--- src/logic/cpu_irq_params.svh ---
`ifndef CPU_IRQ_PARAMS_SVH
`define CPU_IRQ_PARAMS_SVH

// Control-register select codes on the move port.
`define CR_SEL_W 4
`define CR_SEL_PENDING 4'h0
`define CR_SEL_FORCE_SET 4'h1
`define CR_SEL_CLEAR 4'h2
`define CR_SEL_MRP 4'h3
`define CR_SEL_NRP 4'h4
`define CR_SEL_STP 4'h5
`define CR_SEL_EXECUTE_PHASE_PC 4'h6

// Flag layout.
`define FLAG_W 16
`define NMI_BIT 1
`define MASKABLE_MASK 16'hFFF0
`define NMI_MASK 16'h0002
`define FLAGS_RESET 16'h0000
`define FLAGS_NONE 16'h0000

// Service-table pointer layout.
`define TABLE_BASE_LSB 10
`define TABLE_BASE_W 22
`define HPE_W 5
`define ALIGN_ZERO 5'h00
`define HPE_NONE 5'h00
`define TABLE_BASE_RESET 22'h000000

// Pointer widths and reset values.
`define PTR_W 32
`define PTR_RESET 32'h00000000
`define WORD_ZERO 32'h00000000

`endif

--- src/logic/irq_status_pkg.sv ---
`include "cpu_irq_params.svh"

package irq_status_pkg;

  // Complete state of the interrupt status block.
  typedef struct packed {
    logic [`FLAG_W-1:0] flags;
    logic [`FLAG_W-1:0] staged_set;
    logic [`FLAG_W-1:0] staged_clr;
    logic [`PTR_W-1:0] mrp;
    logic [`PTR_W-1:0] nonmaskable_return_pointer;
    logic [`PTR_W-1:0] execute_phase_pc;
    logic [`TABLE_BASE_W-1:0] table_base;
    logic [`HPE_W-1:0] hpe;
    logic [`PTR_W-1:0] rd_data;
  } irq_state_t;

endpackage : irq_status_pkg
--- src/logic/cpu_interrupt_status_pointers.sv ---
// Summary of operation
// - Maskable events 4..15 set their pending flag.
// - Nonmaskable event sets its own flag bit 1.
// - Pending reserved bits read zero, writes ignored.
// - Force-set write of one sets maskable flag.
// - Force-set cannot touch nonmaskable or reset.
// - Forced flag readable two cycles after write.
// - Same-bit force-set beats force-clear.
// - Force-set reserved bits read zero, discarded.
// - Maskable take loads first skipped packet address.
// - Maskable pointer writable, later takes overwrite it.
// - Nonmaskable take loads nonmaskable return pointer.
// - Pointers and E1 counter carry no meaning.
// - Table base resets to default, then writable.
// - Relocated reset entry never fetched by interrupts.
// - Field reports lowest-numbered pending enabled flag number.
// - Maskable sources ignore global and nonmaskable enable.
// - Low five table pointer bits always read zero.
// - E1 counter shows current E1 packet, read-only.
// - Force-clear write of one clears maskable flag.
// - Hardware event beats software clear same cycle.
// - Only enabled sources count as enabled.
`timescale 1ns/10ps
`include "cpu_irq_params.svh"

module cpu_interrupt_status_pointers #(
  parameter logic [`TABLE_BASE_W-1:0] TABLE_BASE_DEFAULT = `TABLE_BASE_RESET
) (
  // Clock and reset
  input wire logic sys_clk_i,
  input wire logic rst_n_i,
  // Interrupt events, one-cycle pulses
  input wire logic [`FLAG_W-1:0] maskable_sources_i,
  input wire logic nonmaskable_event_i,
  // Flag acknowledge from the pipeline when an interrupt is taken
  input wire logic [`FLAG_W-1:0] flag_ack_i,
  // Interrupt acceptance with its return address
  input wire logic maskable_take_i,
  input wire logic nonmaskable_take_i,
  input wire logic [`PTR_W-1:0] return_addr_i,
  // Contents of the source enable register
  input wire logic [`FLAG_W-1:0] source_enable_i,
  // Address of the fetch packet now in E1
  input wire logic [`PTR_W-1:0] e1_pc_i,
  // Control-register move write port
  input wire logic cr_wr_en_i,
  input wire logic [`CR_SEL_W-1:0] cr_wr_sel_i,
  input wire logic [`PTR_W-1:0] cr_wr_data_i,
  // Control-register move read port
  input wire logic cr_rd_en_i,
  input wire logic [`CR_SEL_W-1:0] cr_rd_sel_i,
  output logic [`PTR_W-1:0] cr_rd_data_o,
  // Status towards the pipeline
  output logic [`FLAG_W-1:0] pending_flags_o,
  output logic [`PTR_W-1:0] maskable_return_pointer_o,
  output logic [`PTR_W-1:0] nonmaskable_return_pointer_o,
  output logic [`PTR_W-1:0] service_fetch_addr_o,
  output logic [`HPE_W-1:0] highest_pending_number_o
);

  irq_status_pkg::irq_state_t state_reg;
  irq_status_pkg::irq_state_t state_next;

  // Write strobes and writable bits of the move port.
  logic wr_force_set;
  logic wr_clear;
  logic wr_mrp;
  logic wr_nrp;
  logic wr_stp;
  logic [`FLAG_W-1:0] set_bits;
  logic [`FLAG_W-1:0] clr_bits;

  // Flag update paths.
  logic [`FLAG_W-1:0] hw_set;
  logic [`FLAG_W-1:0] flag_keep;
  logic [`FLAG_W-1:0] flag_upd;

  // Highest pending number.
  logic [`FLAG_W-1:0] enabled_req;
  logic hpe_found;
  logic [`HPE_W-1:0] hpe_now;
  logic [`HPE_W-1:0] hpe_sel;

  // Pointer updates.
  logic [`PTR_W-1:0] mrp_upd;
  logic [`PTR_W-1:0] nrp_upd;

  // Read path.
  logic [`PTR_W-1:0] stp_now;
  logic [`PTR_W-1:0] pending_word;
  logic [`PTR_W-1:0] rd_word;

  // Write decode of the control-register move port.
  always_comb begin
    wr_force_set = 1'b0;
    wr_clear = 1'b0;
    wr_mrp = 1'b0;
    wr_nrp = 1'b0;
    wr_stp = 1'b0;
    if (cr_wr_en_i) begin
      case (cr_wr_sel_i)
        `CR_SEL_FORCE_SET: begin
          wr_force_set = 1'b1;
        end
        `CR_SEL_CLEAR: begin
          wr_clear = 1'b1;
        end
        `CR_SEL_MRP: begin
          wr_mrp = 1'b1;
        end
        `CR_SEL_NRP: begin
          wr_nrp = 1'b1;
        end
        `CR_SEL_STP: begin
          wr_stp = 1'b1;
        end
        default: begin
          // Writes to the pending flags, the E1 counter and unused codes are dropped.
          wr_force_set = 1'b0;
        end
      endcase
    end
  end

  // Hardware events mapped onto flag positions.
  always_comb begin
    hw_set = maskable_sources_i & `MASKABLE_MASK;
    hw_set[`NMI_BIT] = nonmaskable_event_i;
  end

  // Writable bits of the force-set and force-clear registers.
  always_comb begin
    set_bits = `FLAGS_NONE;
    clr_bits = `FLAGS_NONE;
    if (wr_force_set) begin
      set_bits = cr_wr_data_i[`FLAG_W-1:0] & `MASKABLE_MASK;
    end
    if (wr_clear) begin
      clr_bits = cr_wr_data_i[`FLAG_W-1:0] & `MASKABLE_MASK;
    end
  end

  // Bits that exist in the pending-flag register.
  assign flag_keep = `MASKABLE_MASK | `NMI_MASK;

  // Per-flag update: a clear acts first, a software set or a hardware event then overrides it.
  for (genvar b = 0; b < `FLAG_W; b++) begin : g_flag
    logic cleared;
    logic raised;
    logic upd;
    always_comb begin
      cleared = state_reg.staged_clr[b] | flag_ack_i[b];
      raised = state_reg.staged_set[b] | hw_set[b];
      upd = state_reg.flags[b];
      if (cleared) begin
        upd = 1'b0;
      end
      if (raised) begin
        upd = 1'b1;
      end
    end
    assign flag_upd[b] = upd & flag_keep[b];
  end

  // Candidate sources for the highest pending number.
  always_comb begin
    enabled_req = state_reg.flags & source_enable_i & `MASKABLE_MASK;
    enabled_req[`NMI_BIT] = state_reg.flags[`NMI_BIT] & source_enable_i[`NMI_BIT];
  end

  irq_priority_encoder #(
    .W(`FLAG_W),
    .IDX_W(`HPE_W)
  ) u_priority (
    .req_i(enabled_req),
    .found_o(hpe_found),
    .index_o(hpe_now)
  );

  // Highest pending number, zero when nothing is pending and enabled.
  always_comb begin
    hpe_sel = `HPE_NONE;
    if (hpe_found) begin
      hpe_sel = hpe_now;
    end
  end

  // Service fetch packet address as seen by a read.
  always_comb begin
    stp_now = {state_reg.table_base, hpe_sel, `ALIGN_ZERO};
    pending_word = `WORD_ZERO;
    pending_word[`FLAG_W-1:0] = state_reg.flags & (`MASKABLE_MASK | `NMI_MASK);
  end

  // Return pointers: a take overrides a software write in the same cycle.
  always_comb begin
    mrp_upd = state_reg.mrp;
    nrp_upd = state_reg.nonmaskable_return_pointer;
    if (wr_mrp) begin
      mrp_upd = cr_wr_data_i;
    end
    if (maskable_take_i) begin
      mrp_upd = return_addr_i;
    end
    if (wr_nrp) begin
      nrp_upd = cr_wr_data_i;
    end
    if (nonmaskable_take_i) begin
      nrp_upd = return_addr_i;
    end
  end

  // Read multiplexer; write-only and unmapped codes read zero.
  always_comb begin
    rd_word = `WORD_ZERO;
    case (cr_rd_sel_i)
      `CR_SEL_PENDING: begin
        rd_word = pending_word;
      end
      `CR_SEL_FORCE_SET: begin
        rd_word = `WORD_ZERO;
      end
      `CR_SEL_CLEAR: begin
        rd_word = `WORD_ZERO;
      end
      `CR_SEL_MRP: begin
        rd_word = state_reg.mrp;
      end
      `CR_SEL_NRP: begin
        rd_word = state_reg.nonmaskable_return_pointer;
      end
      `CR_SEL_STP: begin
        rd_word = stp_now;
      end
      `CR_SEL_EXECUTE_PHASE_PC: begin
        rd_word = state_reg.execute_phase_pc;
      end
      default: begin
        rd_word = `WORD_ZERO;
      end
    endcase
  end

  // Next-state logic.
  always_comb begin
    state_next = state_reg;

    // Software writes are staged one cycle so they land with one delay slot.
    state_next.staged_set = set_bits;
    state_next.staged_clr = clr_bits;

    // Flags after clears, software sets and hardware events.
    state_next.flags = flag_upd;

    // Return pointers, loaded by a take or a software write.
    state_next.mrp = mrp_upd;
    state_next.nonmaskable_return_pointer = nrp_upd;

    // Table base relocation; only reset restores the default.
    if (wr_stp) begin
      state_next.table_base = cr_wr_data_i[`PTR_W-1:`TABLE_BASE_LSB];
    end

    // E1 program counter follows the pipeline every cycle.
    state_next.execute_phase_pc = e1_pc_i;

    // Highest pending number kept for the pipeline side.
    state_next.hpe = hpe_sel;

    // Read data is registered and holds until the next read.
    if (cr_rd_en_i) begin
      state_next.rd_data = rd_word;
    end
  end

  // State register. Pointers are cleared only to keep simulation clean; their value is meaningless.
  always_ff @(posedge sys_clk_i or negedge rst_n_i) begin
    if (!rst_n_i) begin
      state_reg.flags <= `FLAGS_RESET;
      state_reg.staged_set <= `FLAGS_NONE;
      state_reg.staged_clr <= `FLAGS_NONE;
      state_reg.mrp <= `PTR_RESET;
      state_reg.nonmaskable_return_pointer <= `PTR_RESET;
      state_reg.execute_phase_pc <= `PTR_RESET;
      state_reg.table_base <= TABLE_BASE_DEFAULT;
      state_reg.hpe <= `HPE_NONE;
      state_reg.rd_data <= `WORD_ZERO;
    end else begin
      state_reg <= state_next;
    end
  end

  // Outputs straight from the state register.
  assign cr_rd_data_o = state_reg.rd_data;
  assign pending_flags_o = state_reg.flags;
  assign maskable_return_pointer_o = state_reg.mrp;
  assign nonmaskable_return_pointer_o = state_reg.nonmaskable_return_pointer;
  assign service_fetch_addr_o = {state_reg.table_base, state_reg.hpe, `ALIGN_ZERO};
  assign highest_pending_number_o = state_reg.hpe;

endmodule : cpu_interrupt_status_pointers

--- src/logic/irq_priority_encoder.sv ---
`timescale 1ns/10ps

module irq_priority_encoder #(
  parameter int W = 16,
  parameter int IDX_W = 5
) (
  // Requests, lowest index has highest priority
  input wire logic [W-1:0] req_i,
  // Result
  output logic found_o,
  output logic [IDX_W-1:0] index_o
);

  // Scans from the top so that the lowest requesting index is left last.
  always_comb begin
    found_o = 1'b0;
    index_o = '0;
    for (int i = W - 1; i >= 0; i--) begin
      if (req_i[i]) begin
        found_o = 1'b1;
        index_o = IDX_W'(i);
      end
    end
  end

endmodule : irq_priority_encoder

--- config.mk ---
export PLATFORM = sky130hd
export DESIGN_NAME = cpu_interrupt_status_pointers
export DESIGN_NICKNAME = d
export VERILOG_FILES = /design/src/logic/irq_status_pkg.sv /design/src/logic/cpu_interrupt_status_pointers.sv /design/src/logic/irq_priority_encoder.sv
export VERILOG_INCLUDE_DIRS = /design/src /design/src/logic
export SDC_FILE = /design/constraint.sdc
export NUM_CORES = 1
export LEC_CHECK = 0
export ABC_AREA = 1
export BUFFER_PORTS_ARGS = -buffer_cell sky130_fd_sc_hd__buf_4
export CAP_MARGIN = 30
export CORE_ASPECT_RATIO = 0.5
export CORE_MARGIN = 5
export CORE_UTILIZATION = 50
export CTS_CLUSTER_DIAMETER = 60
export DETAILED_ROUTE_END_ITERATION = 10
export PLACE_DENSITY = 0.78
export SKIP_LAST_GASP = 1
export SYNTH_ARGS = -nofsm -noshare
export SYNTH_HDL_FRONTEND = slang
export SYNTH_HIERARCHICAL = 1
export SYNTH_SLANG_ARGS = --single-unit
--- constraint.sdc ---
create_clock -name sys_clk_i -period 3.34 [get_ports sys_clk_i]
set_input_delay 0.167 -clock sys_clk_i [delete_from_list [all_inputs] [get_ports sys_clk_i]]
set_output_delay 0.167 -clock sys_clk_i [all_outputs]
set_load 0.02 [all_outputs]
==> results of run 1 <==
## per-layer routing
layer / vias up / GRT usage [%]
met4: 0 / 9.01
met5: - / 0
met1: 4182 / 34.1
met3: 61 / 4.83
met2: 366 / 42.5
li1: 4145 / -
## Yosys cell counts, types with 17 or more instances
master	n	share of area [%]
sky130_fd_sc_hd__o21ai_1	17	0.84
sky130_fd_sc_hd__o21ai_0	126	6.2
sky130_fd_sc_hd__buf_2	31	1.5
sky130_fd_sc_hd__inv_1	149	5.5
sky130_fd_sc_hd__nand3_1	132	6.5
sky130_fd_sc_hd__nand2_1	269	10
sky130_fd_sc_hd__o21bai_1	17	1.3
sky130_fd_sc_hd__dfrtp_1	192	47
sky130_fd_sc_hd__buf_4	156	12
sky130_fd_sc_hd__nor2_1	69	2.6
sky130_fd_sc_hd__a21oi_1	24	1.2
## worst paths after layout
path                                                      end           startpoint  slack, ns
worst min register to register            pending_flags_o[14]       state_reg[185]       0.44
worst max-delay path                          cr_rd_data_o[7]  pending_flags_o[15]       1.19
max in group asynchronous                      state_reg[185]              rst_n_i       1.85
min in group asynchronous       maskable_return_pointer_o[21]              rst_n_i       0.39
worst max register to register                cr_rd_data_o[7]  pending_flags_o[15]       1.19
worst min-delay path                           state_reg[159]      cr_wr_data_i[4]       0.01
## cells by family after synthesis
group           after synthesis  synth area share (%)
simple gates                489                  20.5
other cells                   2                0.0741
flops                       192                  47.4
buf+inv                     369                  20.2
compound gates              209                  11.9
## critical path: cells and delay by family (launching register included)
family,cells,cell delay (ns)
AO/OA/AOI/OAI,1,0.16
AND/OR/NAND/NOR,8,1.33
buffers and inverters,2,0.10
flip-flops,1,0.44
## per-stage QoR
stage / instance area, sq um / std cells / worst slack [ns]
final: 12500 / 1711 / 1.19
after detailed placement: 11400 / 1631 / 1.21
after global placement: 11400 / 1631 / 1.26
after global routing: 12500 / 1711 / 0.928
after floorplan: 10200 / 1273 / 1.64
after CTS: 12500 / 1711 / 1.18
## power breakdown
group	switching (mW)	total [mW]	internal (mW)	leakage (nW)
Sequential	0.179	2.72	2.54	2.39
Combinational	0.802	1.36	0.563	4.07
Clock	0.915	2.14	1.22	0.293
Total	1.90	6.22	4.33	6.75
## area by class of cell
cell class	instances	area (sq um)
Tap cell	266	333
Inverter	159	597
Timing Repair Buffer	350	2770
Clock inverter	12	158
Multi-Input combinational cell	712	3340
Sequential cell	192	4800
Clock buffer	20	457
Fill cell	1648	7230
==> parameters.txt, run 1 <==
Parameter                              Value

Status
  Outcome ... completed

Clock tree
  Total CTS buffers ... 17
  Number of resized instances in the post-cts repair step ... 0
  Clock Latency Late Sink ... 0.43 ns
  Worst-path clk slew ... about 0.070 ns
  Deepest level of the CTS H-tree ... 4
  Hold-fix buffers at CTS ... between 40 and 50
  Clock sink count ... roughly 190
  TritonCTS clock tree ... yes
  Setup repair bufs after CTS ... 0
  CTS root buffer ... sky130_fd_sc_hd__clkbuf_16
  Longest Clk Path Bufs ... 2

Floorplanning
  Count of standard-cell rows ... 36
  Die Span X ... 211 um
  Ports ... a little over 300
  Starting utilization of the core area ... between 50% and 60%
  Overall die area ... 23,400 sq um
  Core area ... a little under 20,000 sq um
  Die H ... 111 um

STA
  Setup TNS ... 0 ns
  Worst Hold Margin ... between 0.01 and 0.015 ns
  Unrepaired setup endpoints after global routing ... no
  Relative max-transition margin ... between 30 and 40%
  Time the worst path needs with I/O delays and setup ... 2.15 ns
  Fin. max-slew vios ... 0
  Final count of hold timing violations ... 0
  Setup clock skew after layout ... between 0.007 and 0.008 ns
  Final setup violation count ... 0
  Maximum clock rate ... about 470 MHz
  Final period util ... 64.3%
  Transition time at the pin with the least slew margin ... approximately 1 ns

Global route
  Wire length of the first global-routing pass ... about 48,000 um
  Antenna violations before repair ... 0
  Final global-route overflow total ... 0
  Vias in the first global route ... just under 9,000
  Total GRT Usage ... between 20% and 30%
  Pin count of the biggest net entering global routing ... 106

Detailed routing
  Total met3 wirelength after detailed routing ... 2240 um
  Metal2 WL ... 14,800 um
  Number of nets with antenna violations after detailed routing ... 0
  Vias after detailed routing ... a little under 9,000
  Number of iterations in the first detailed-routing pass ... 5
  Met1 wire length ... 12,300 um
  # DRC ... 0
  Violation count after the first detailed-routing iteration ... approximately 700
  Final wirelength ... slightly above 30,000 um
  Detail-routed via count per cell ... 5.12
  Top routing layer used ... met4
  Routed wire length per instance ... about 18 um

Worst hold path
  Worst Hold Class ... primary input to flip-flop
  Min-Delay Path Depth ... 3

Synthesis
  Post-synth EDFFs ... 0
  Cells after Synth ... about 1,300
  Async S/R FF share, synth ... 100%
  #FFs+latches synth ... roughly 190
  Library cells used by synthesis ... 29
  Synthesized cell area ... roughly 10,000 sq um
  Syn_area_per_cell ... approximately 8.0 sq um
  Sequential cell area fraction in the yosys report ... between 40% and 50%
  Top flip-flop cell by instance count after synthesis ... sky130_fd_sc_hd__dfrtp_1
  Warning count from the yosys run ... 6

Final layout
  Fraction of layout instances using a drive strength above 1 ... roughly 25%
  Layout overhead on the synthesized area ... 22.8%
  End-of-flow core utilization ... a little over three fifths
  Commonest non-fill, non-tap cell in the layout ... sky130_fd_sc_hd__buf_4
  Most frequent cells in the layout ... sky130_fd_sc_hd__buf_4, sky130_fd_sc_hd__nand2_1, sky130_fd_sc_hd__dfrtp_1
  Final net count ... about 1,600
  Number of diodes added for antenna fixing ... 0
  Largest register FFs ... 56

Setup path
  Setup crit start kind ... flip-flop
  Critical path arrival ... 2.46 ns
  Largest driver fanout on the critical path ... 5
  Setup Crit Path Kind ... flip-flop to flip-flop
  Standard cell with the maximum stage delay on the critical path ... sky130_fd_sc_hd__dfrtp_1
  Capturing element type of the critical path ... flip-flop
  Number of cells traversed by the worst register-to-register path ... 11
  Series of cell instances along the critical path ... nand2_1, inv_1, or2_1, nor4_1, nand2_1, nand2_1, inv_1, nand3_1, nand2_1, o21ai_0, nand2_1
  Delay of the slowest critical-path stage ... between 0.4 and 0.5 ns
  Data required time at the worst endpoint ... about 3.7 ns
  Most prevalent standard cell on the critical path ... sky130_fd_sc_hd__nand2_1

Job
  Max-capacitance violation count ... 0

Power
  Static power due to leakage ... between 6 and 7 nW
  VDD IR-drop max ... between 0.0003 and 0.0004 V
  Power Dens Cells ... between 400 and 500 nW/um^2
  Total power of the final layout ... between 6 and 7 mW

Placed design
  Routability cong. ... roughly 0.86
  Detailed-placement wirelength estimate ... 20,700 um
  Count of port buffers added during placement ... 289
Power figures use the tool's default switching activity.
==> inputs of run 2 (changes only) <==
--- a/config.mk
+++ b/config.mk
@@ -11,10 +11,10 @@
 export CAP_MARGIN = 30
 export CORE_ASPECT_RATIO = 0.5
 export CORE_MARGIN = 5
-export CORE_UTILIZATION = 50
+export CORE_UTILIZATION = 47
 export CTS_CLUSTER_DIAMETER = 60
 export DETAILED_ROUTE_END_ITERATION = 10
-export PLACE_DENSITY = 0.78
+export PLACE_DENSITY = 0.77
 export SKIP_LAST_GASP = 1
 export SYNTH_ARGS = -nofsm -noshare
 export SYNTH_HDL_FRONTEND = slang
==> constraint.sdc (replaced) <==
create_clock -name sys_clk_i -period 1.85 [get_ports sys_clk_i]
set_input_delay 0.0925 -clock sys_clk_i [delete_from_list [all_inputs] [get_ports sys_clk_i]]
set_output_delay 0.0925 -clock sys_clk_i [all_outputs]
set_load 0.02 [all_outputs]
==> parameters.txt, run 2 (synthesized netlist as in run 1, its figures left out) <==
Parameter                              Value

Status
  Outcome ... completed (unchanged)

Clock tree
  TritonCTS clock tree ... yes (unchanged)
  Total CTS buffers ... 17 (unchanged)
  Worst-path clk slew ... 0.07 ns (about the same)
  Clock sink count ... 192 (unchanged)
  Clock Latency Late Sink ... 0.44 ns (was 0.43 ns)
  CTS root buffer ... sky130_fd_sc_hd__clkbuf_16 (unchanged)
  Deepest level of the CTS H-tree ... 4 (unchanged)
  Longest Clk Path Bufs ... 2 (unchanged)

Setup path
  Largest driver fanout on the critical path ... 3 (was 5)
  Setup Crit Path Kind ... flip-flop to flip-flop (unchanged)
  Logic depth of the worst setup path including buffers ... 15 (was 11)
  Most prevalent standard cell on the critical path ... sky130_fd_sc_hd__nand3_1 (was sky130_fd_sc_hd__nand2_1)
  Standard cell with the maximum stage delay on the critical path ... sky130_fd_sc_hd__dfrtp_1 (unchanged)
  Dominant delay contributor by cell family on the critical path ... simple AND/OR/NAND/NOR gates (unchanged)
  Number of cells traversed by the worst register-to-register path ... 15 (was 11)
  Critical path arrival ... 2.16 ns (was 2.46 ns)
  Worst path buffer plus inverter count ... 2 (unchanged)
  Delay of the slowest critical-path stage ... 0.39 ns (was 0.44 ns)
  Capturing element type of the critical path ... flip-flop (unchanged)
  Series of cell instances along the critical path ... nand2_1, inv_1, or2_4, nand3_1, nand3_1, nand3_1, nand3_1, a21oi_2, nor3_1, nand2_1, inv_1, nand3_1, nand2_1, o21ai_2, nand2_1 (was nand2_1, inv_1, or2_1, nor4_1, nand2_1, nand2_1, inv_1, nand3_1, nand2_1, o21ai_0, nand2_1)
  Data required time at the worst endpoint ... 2.18 ns (was 3.65 ns)
  Setup crit start kind ... flip-flop (unchanged)

Final layout
  Layout overhead on the synthesized area ... 32.7% (was 22.8%)
  Area used by multi-input combinational logic ... 3360 sq um (was 3340 sq um)
  Commonest non-fill, non-tap cell in the layout ... sky130_fd_sc_hd__buf_4 (unchanged)
  Most frequent cells in the layout ... sky130_fd_sc_hd__buf_4, sky130_fd_sc_hd__nand2_1, sky130_fd_sc_hd__dfrtp_1 (unchanged)
  Filler Cells Inserted ... 1,704 (was 1,648)
  Final net count ... 1,684 (was 1,591)
  Cell area after layout ... 13,500 sq um (was 12,500 sq um)
  Fraction of layout instances using a drive strength above 1 ... 25.6% (was 25.3%)
  Largest register FFs ... 56 (unchanged)
  Area of all sequential standard cells ... 4800 sq um (unchanged)

Detailed routing
  Number of iterations in the first detailed-routing pass ... 5 (unchanged)
  Violation count after the first detailed-routing iteration ... 854 (was 702)
  # DRC ... 0 (unchanged)
  Number of nets with antenna violations after detailed routing ... 0 (unchanged)
  Detail-routed via count per cell ... 5.14 (was 5.12)
  Final wirelength ... 32,800 um (was 30,300 um)
  Routed wire length per instance ... 17.8 um (was 17.7 um)
  Vias after detailed routing ... 9,456 (was 8,754)

Placed design
  Count of port buffers added during placement ... 289 (unchanged)
  Area post-placement ... 11,600 sq um (was 11,400 sq um)
  Routability cong. ... 0.858 (was 0.859)
  Pre-CTS setup slack ... -0.0471 ns (was 1.21 ns)
  Detailed-placement wirelength estimate ... 22,000 um (was 20,700 um)

STA
  Setup TNS ... 0 ns (unchanged)
  Setup clock skew after layout ... 0.00846 ns (was 0.00785 ns)
  Time the worst path needs with I/O delays and setup ... 1.83 ns (was 2.15 ns)
  Final setup violation count ... 0 (unchanged)
  Maximum clock rate ... 545 MHz (was 465 MHz)
  Unrepaired setup endpoints after global routing ... yes (was no)
  Final count of hold timing violations ... 0 (unchanged)
  Transition time at the pin with the least slew margin ... 0.690 ns (was 1.00 ns)
  Final period util ... 99.1% (was 64.3%)
  Relative max-transition margin ... 53.9% (was 32.9%)
  Final worst-path setup slack ... 0.0162 ns (was 1.19 ns)
  Worst Hold Margin ... 0.0249 ns (was 0.0144 ns)
  Fin. max-slew vios ... 0 (unchanged)

Power
  Total power of the final layout ... 11.3 mW (was 6.22 mW)
  Proportion of power drawn by the clock network ... 32.9% (was 34.4%)
  Power Dens Cells ... 843 nW/um^2 (was 500 nW/um^2)
  Switching share of power ... 30.7% (was 30.5%)
  VDD IR-drop max ... 0.000630 V (was 0.000397 V)
  Portion of total power attributed to sequential cells ... 43.3% (was 43.7%)
  Power dissipated by switching net loads ... 3.48 mW (was 1.90 mW)
  Portion of total power attributed to combinational logic ... 23.8% (was 21.9%)
  Static power due to leakage ... 7.15 nW (was 6.75 nW)
  Cell internal pwr ... 7.87 mW (was 4.33 mW)

Floorplanning
  Count of standard-cell rows ... 38 (was 36)
  Ports ... 308 (unchanged)
  Overall die area ... 24,800 sq um (was 23,400 sq um)
  Starting utilization of the core area ... 47.3% (was 51.5%)
  Die Span X ... 218 um (was 211 um)
  Die H ... 114 um (was 111 um)
  Core area ... 21,400 sq um (was 19,700 sq um)

Global route
  Final global-route overflow total ... 0 (unchanged)
  Antenna violations before repair ... 2 (was 0)
  Wire length of the first global-routing pass ... 51,200 um (was 47,700 um)
  Vias in the first global route ... 9,579 (was 8,801)
  Total GRT Usage ... 26.3% (was 25.7%)
  Pin count of the biggest net entering global routing ... 59 (was 106)

Worst hold path
  Worst Hold Class ... primary input to flip-flop (unchanged)
  Min-Delay Path Depth ... 3 (unchanged)

Job
  Max-capacitance violation count ... 0 (unchanged)
==> run 2: per-layer routing <==
layer | up-vias | GRT usage, % | share of wire [%]
met5 | - | 0 | 0
met3 | 110 | 5.01 | 7.9
li1 | 4343 | - | -
met2 | 511 | 44.5 | 49
met1 | 4492 | 33.0 | 39
met4 | 0 | 12.7 | 4.2
==> run 2: path summary, 6_finish.rpt <==
path                                startpoint                             to  slack [ns]
max in group asynchronous              rst_n_i                 state_reg[161]        0.94
hold / removal                  flag_ack_i[14]            pending_flags_o[14]        0.02
min in group asynchronous              rst_n_i  maskable_return_pointer_o[20]        0.23
setup / recovery           pending_flags_o[15]                cr_rd_data_o[6]        0.02
setup reg to reg           pending_flags_o[15]                cr_rd_data_o[6]        0.02
hold reg to reg                 state_reg[185]            pending_flags_o[14]        0.45
==> run 2: area by class of cell <==
cell class                 count  area share, %
sequential                   192           35.7
inverter                     159           4.44
tap                          300           2.79
antenna                        3         0.0558
clock inverter                 8          0.772
timing repair buffer         443           27.7
multi-input combinational    712           25.0
clock buffer                  24           3.58
==> run 2: power by group through the flow <==
stage               Combinational (mW)  Clock (mW)  Sequential [mW]
global route                      2.91        3.95             4.96
finish                            2.70        3.73             4.92
global placement                  2.40           0             4.97
detailed placement                2.45           0             4.98
CTS                               2.67        3.79             4.91
floorplan                         1.75           0             4.87
==> run 2: stage by stage <==
stage / cells / utilization (%)
after CTS: 1836 / 62.6
after global placement: 1686 / 54.3
after global routing: 1840 / 62.7
after floorplan: 1273 / -
after detailed placement: 1686 / 54.3
final: 1841 / 62.8
==> run 2: repair_timing <==
item	in CTS	in global routing
resized for setup	4	7
endpoints found under the setup margin	4	4
hold endpoints to repair	202	0
setup buffers	0	2
hold buffers	118	0
pin swaps	1	5
==> run 2: tightest hold or removal path, stage by stage <==
cell and delay, ns:
sky130_fd_sc_hd__buf_4 0.11, sky130_fd_sc_hd__nor2_1 0.10, sky130_fd_sc_hd__a211o_1 0.13
==> inputs of run 3 (changes only) <==
--- a/config.mk
+++ b/config.mk
@@ -9,12 +9,14 @@
 export ABC_AREA = 1
 export BUFFER_PORTS_ARGS = -buffer_cell sky130_fd_sc_hd__buf_4
 export CAP_MARGIN = 30
+export CELL_PAD_IN_SITES_DETAIL_PLACEMENT = 1
+export CELL_PAD_IN_SITES_GLOBAL_PLACEMENT = 1
 export CORE_ASPECT_RATIO = 0.5
 export CORE_MARGIN = 5
-export CORE_UTILIZATION = 47
+export CORE_UTILIZATION = 34
 export CTS_CLUSTER_DIAMETER = 60
 export DETAILED_ROUTE_END_ITERATION = 10
-export PLACE_DENSITY = 0.77
+export PLACE_DENSITY_LB_ADDON = 0.1
 export SKIP_LAST_GASP = 1
 export SYNTH_ARGS = -nofsm -noshare
 export SYNTH_HDL_FRONTEND = slang
==> parameters.txt, run 3 (synthesized netlist as in run 1, its figures left out) <==
Parameter                              Value

STA
  Setup TNS ... -0.131 ns (was 0 ns)
  Unrepaired setup endpoints after global routing ... yes (unchanged)
  Time the worst path needs with I/O delays and setup ... 1.93 ns (was 1.83 ns)
  Maximum clock rate ... 519 MHz (was 545 MHz)
  Final setup violation count ... 2 (was 0)
  Setup clock skew after layout ... 0.0122 ns (was 0.00846 ns)
  Fin. max-slew vios ... 0 (unchanged)
  Final worst-path setup slack ... -0.0769 ns (was 0.0162 ns)
  Final period util ... 104% (was 99.1%)
  Final count of hold timing violations ... 0 (unchanged)

Setup path
  Dominant delay contributor by cell family on the critical path ... simple AND/OR/NAND/NOR gates (unchanged)
  Setup Crit Path Kind ... flip-flop to flip-flop (unchanged)
  Capturing element type of the critical path ... flip-flop (unchanged)
  Series of cell instances along the critical path ... nand2_1, inv_1, inv_1, nand2_1, nand2_1, nand2_1, nand2_1, nand2_1, nand2_1, nand2_1, nand2_1, nand2_1, nand2_1, nand2_1, nand2_1, nand2_1, a21oi_2, nand2_1, inv_2, nand3_1, nand2_1, o21ai_1, nand2_1 (was nand2_1, inv_1, or2_4, nand3_1, nand3_1, nand3_1, nand3_1, a21oi_2, nor3_1, nand2_1, inv_1, nand3_1, nand2_1, o21ai_2, nand2_1)
  Setup crit start kind ... flip-flop (unchanged)
  Delay of the slowest critical-path stage ... 0.38 ns (was 0.39 ns)
  Most prevalent standard cell on the critical path ... sky130_fd_sc_hd__nand2_1 (was sky130_fd_sc_hd__nand3_1)
  Setup slack of the most critical reg-to-reg path ... -0.08 ns (was 0.02 ns)
  Worst path buffer plus inverter count ... 3 (was 2)
  Data required time at the worst endpoint ... 2.24 ns (was 2.18 ns)
  Critical path arrival ... 2.32 ns (was 2.16 ns)
  Standard cell with the maximum stage delay on the critical path ... sky130_fd_sc_hd__dfrtp_1 (unchanged)
  Largest driver fanout on the critical path ... 2 (was 3)

Clock tree
  CTS root buffer ... sky130_fd_sc_hd__clkbuf_16 (unchanged)
  Total CTS buffers ... 17 (unchanged)
  TritonCTS clock tree ... yes (unchanged)
  Clock sink count ... 192 (unchanged)
  Longest Clk Path Bufs ... 2 (unchanged)
  Worst-path clk slew ... 0.08 ns (was 0.07 ns)
  Deepest level of the CTS H-tree ... 4 (unchanged)
  Clock Latency Late Sink ... 0.46 ns (was 0.44 ns)

Global route
  Total GRT Usage ... 22.5% (was 26.3%)
  Vias in the first global route ... 10,100 (was 9,579)
  Antenna violations before repair ... 1 (was 2)
  Wire length of the first global-routing pass ... 58,300 um (was 51,200 um)
  Pin count of the biggest net entering global routing ... 79 (was 59)
  Final global-route overflow total ... 0 (unchanged)

Final layout
  Largest register FFs ... 56 (unchanged)
  Final net count ... 1,684 (unchanged)
  Area used by multi-input combinational logic ... 3370 sq um (was 3360 sq um)
  Layout overhead on the synthesized area ... 34.0% (was 32.7%)
  Commonest non-fill, non-tap cell in the layout ... sky130_fd_sc_hd__buf_4 (unchanged)
  Final Non-Filler Cells ... 1,930 (was 1,841)
  Filler Cells Inserted ... 3,501 (was 1,704)
  Area of all sequential standard cells ... 4800 sq um (unchanged)
  Cell area after layout ... 13,600 sq um (was 13,500 sq um)
  Most frequent cells in the layout ... sky130_fd_sc_hd__buf_4, sky130_fd_sc_hd__nand2_1, sky130_fd_sc_hd__dfrtp_1 (unchanged)
  Fraction of layout instances using a drive strength above 1 ... 26.3% (was 25.6%)

Job
  Max-capacitance violation count ... 0 (unchanged)

Floorplanning
  Die H ... 132 um (was 114 um)
  Overall die area ... 33,600 sq um (was 24,800 sq um)
  Core area ... 29,200 sq um (was 21,400 sq um)
  Count of standard-cell rows ... 44 (was 38)
  Die Span X ... 254 um (was 218 um)
  Ports ... 308 (unchanged)
  Starting utilization of the core area ... 34.8% (was 47.3%)

Power
  VDD IR-drop max ... 0.000711 V (was 0.000630 V)
  Power Dens Cells ... 856 nW/um^2 (was 843 nW/um^2)
  Static power due to leakage ... 7.18 nW (was 7.15 nW)
  Total power of the final layout ... 11.6 mW (was 11.3 mW)

Detailed routing
  Vias after detailed routing ... 9,271 (was 9,456)
  Violation count after the first detailed-routing iteration ... 422 (was 854)
  # DRC ... 0 (unchanged)
  Detail-routed via count per cell ... 4.80 (was 5.14)
  Number of nets with antenna violations after detailed routing ... 0 (unchanged)
  Number of iterations in the first detailed-routing pass ... 4 (was 5)
  Routed wire length per instance ... 19.5 um (was 17.8 um)
  Final wirelength ... 37,700 um (was 32,800 um)

Placed design
  Placed Instances ... 1,782 (was 1,686)
  Detailed-placement wirelength estimate ... 25,900 um (was 22,000 um)
  Area post-placement ... 11,800 sq um (was 11,600 sq um)
  Count of port buffers added during placement ... 289 (unchanged)
  Routability cong. ... 0.876 (was 0.858)

Status
  Outcome ... complete, but fails checks (was completed)
  Failing checks ... setup timing

Worst hold path
  Worst Hold Class ... primary input to flip-flop (unchanged)
[run 3: metal layers]
layer / global-route usage [%] / routed length (um) / up-vias
met5: 0 / 0 / -
met4: 6.91 / 877 / 0
met3: 3.92 / 1320 / 47
met2: 41.0 / 19900 / 194
met1: 27.1 / 15600 / 4696
li1: - / - / 4334
[run 3: worst paths after layout]
kind | startpoint | to | depth (start not counted)
max | pending_flags_o[14] | cr_rd_data_o[5] | 23
min | cr_wr_data_i[0] | nonmaskable_return_pointer_o[0] | 5
max reg2reg | pending_flags_o[14] | cr_rd_data_o[5] | 23
min reg2reg | state_reg[186] | pending_flags_o[15] | 1
max in group asynchronous | rst_n_i | cr_rd_data_o[5] | 3
min in group asynchronous | rst_n_i | nonmaskable_return_pointer_o[29] | 2
[run 3: worst register-to-register path: stages (launching register included)]
cell and delay, ns:
sky130_fd_sc_hd__dfrtp_1 0.38, sky130_fd_sc_hd__nand2_1 0.07, sky130_fd_sc_hd__inv_1 0.05, sky130_fd_sc_hd__inv_1 0.05, sky130_fd_sc_hd__nand2_1 0.05, sky130_fd_sc_hd__nand2_1 0.06, sky130_fd_sc_hd__nand2_1 0.06, sky130_fd_sc_hd__nand2_1 0.06
sky130_fd_sc_hd__nand2_1 0.07, sky130_fd_sc_hd__nand2_1 0.06, sky130_fd_sc_hd__nand2_1 0.05, sky130_fd_sc_hd__nand2_1 0.05, sky130_fd_sc_hd__nand2_1 0.04, sky130_fd_sc_hd__nand2_1 0.06, sky130_fd_sc_hd__nand2_1 0.05, sky130_fd_sc_hd__nand2_1 0.05
sky130_fd_sc_hd__nand2_1 0.07, sky130_fd_sc_hd__a21oi_2 0.15, sky130_fd_sc_hd__nand2_1 0.08, sky130_fd_sc_hd__inv_2 0.06, sky130_fd_sc_hd__nand3_1 0.07, sky130_fd_sc_hd__nand2_1 0.07, sky130_fd_sc_hd__o21ai_1 0.07, sky130_fd_sc_hd__nand2_1 0.07
[run 3: layout make-up]
type	count	share of cell area, %
Sequential cell	192	35.4
Timing Repair Buffer	443	27.2
Multi-Input combinational cell	712	24.8
Inverter	159	4.39
Tap cell	391	3.60
Clock buffer	18	3.23
Clock inverter	14	1.31
Antenna cell	1	0.0184
[run 3: where the power goes]
group	internal [mW]	switching, mW
Clock	2.19	1.79
Combinational	1.17	1.56
Sequential	4.59	0.325
Total	7.94	3.68
[run 3: stage by stage]
stage	util, %	hold slack, ns	setup WS (ns)
global route	46.6	0.0247	-0.199
CTS	46.4	0.000682	-0.0104
floorplan	-	-0.203	0.149
global placement	40.4	0.0232	0.00110
detailed placement	40.4	0.0280	-0.129
finish	46.6	0.0258	-0.0769
[run 3: what timing repair did]
action                                 in CTS  in global routing
setup endpoints to repair                   4                  4
buffers inserted                            1                  2
endpoints found under the hold margin     342                  1
hold buffers                              111                  1
pin swaps                                   2                  6
resized for setup                           5                  7
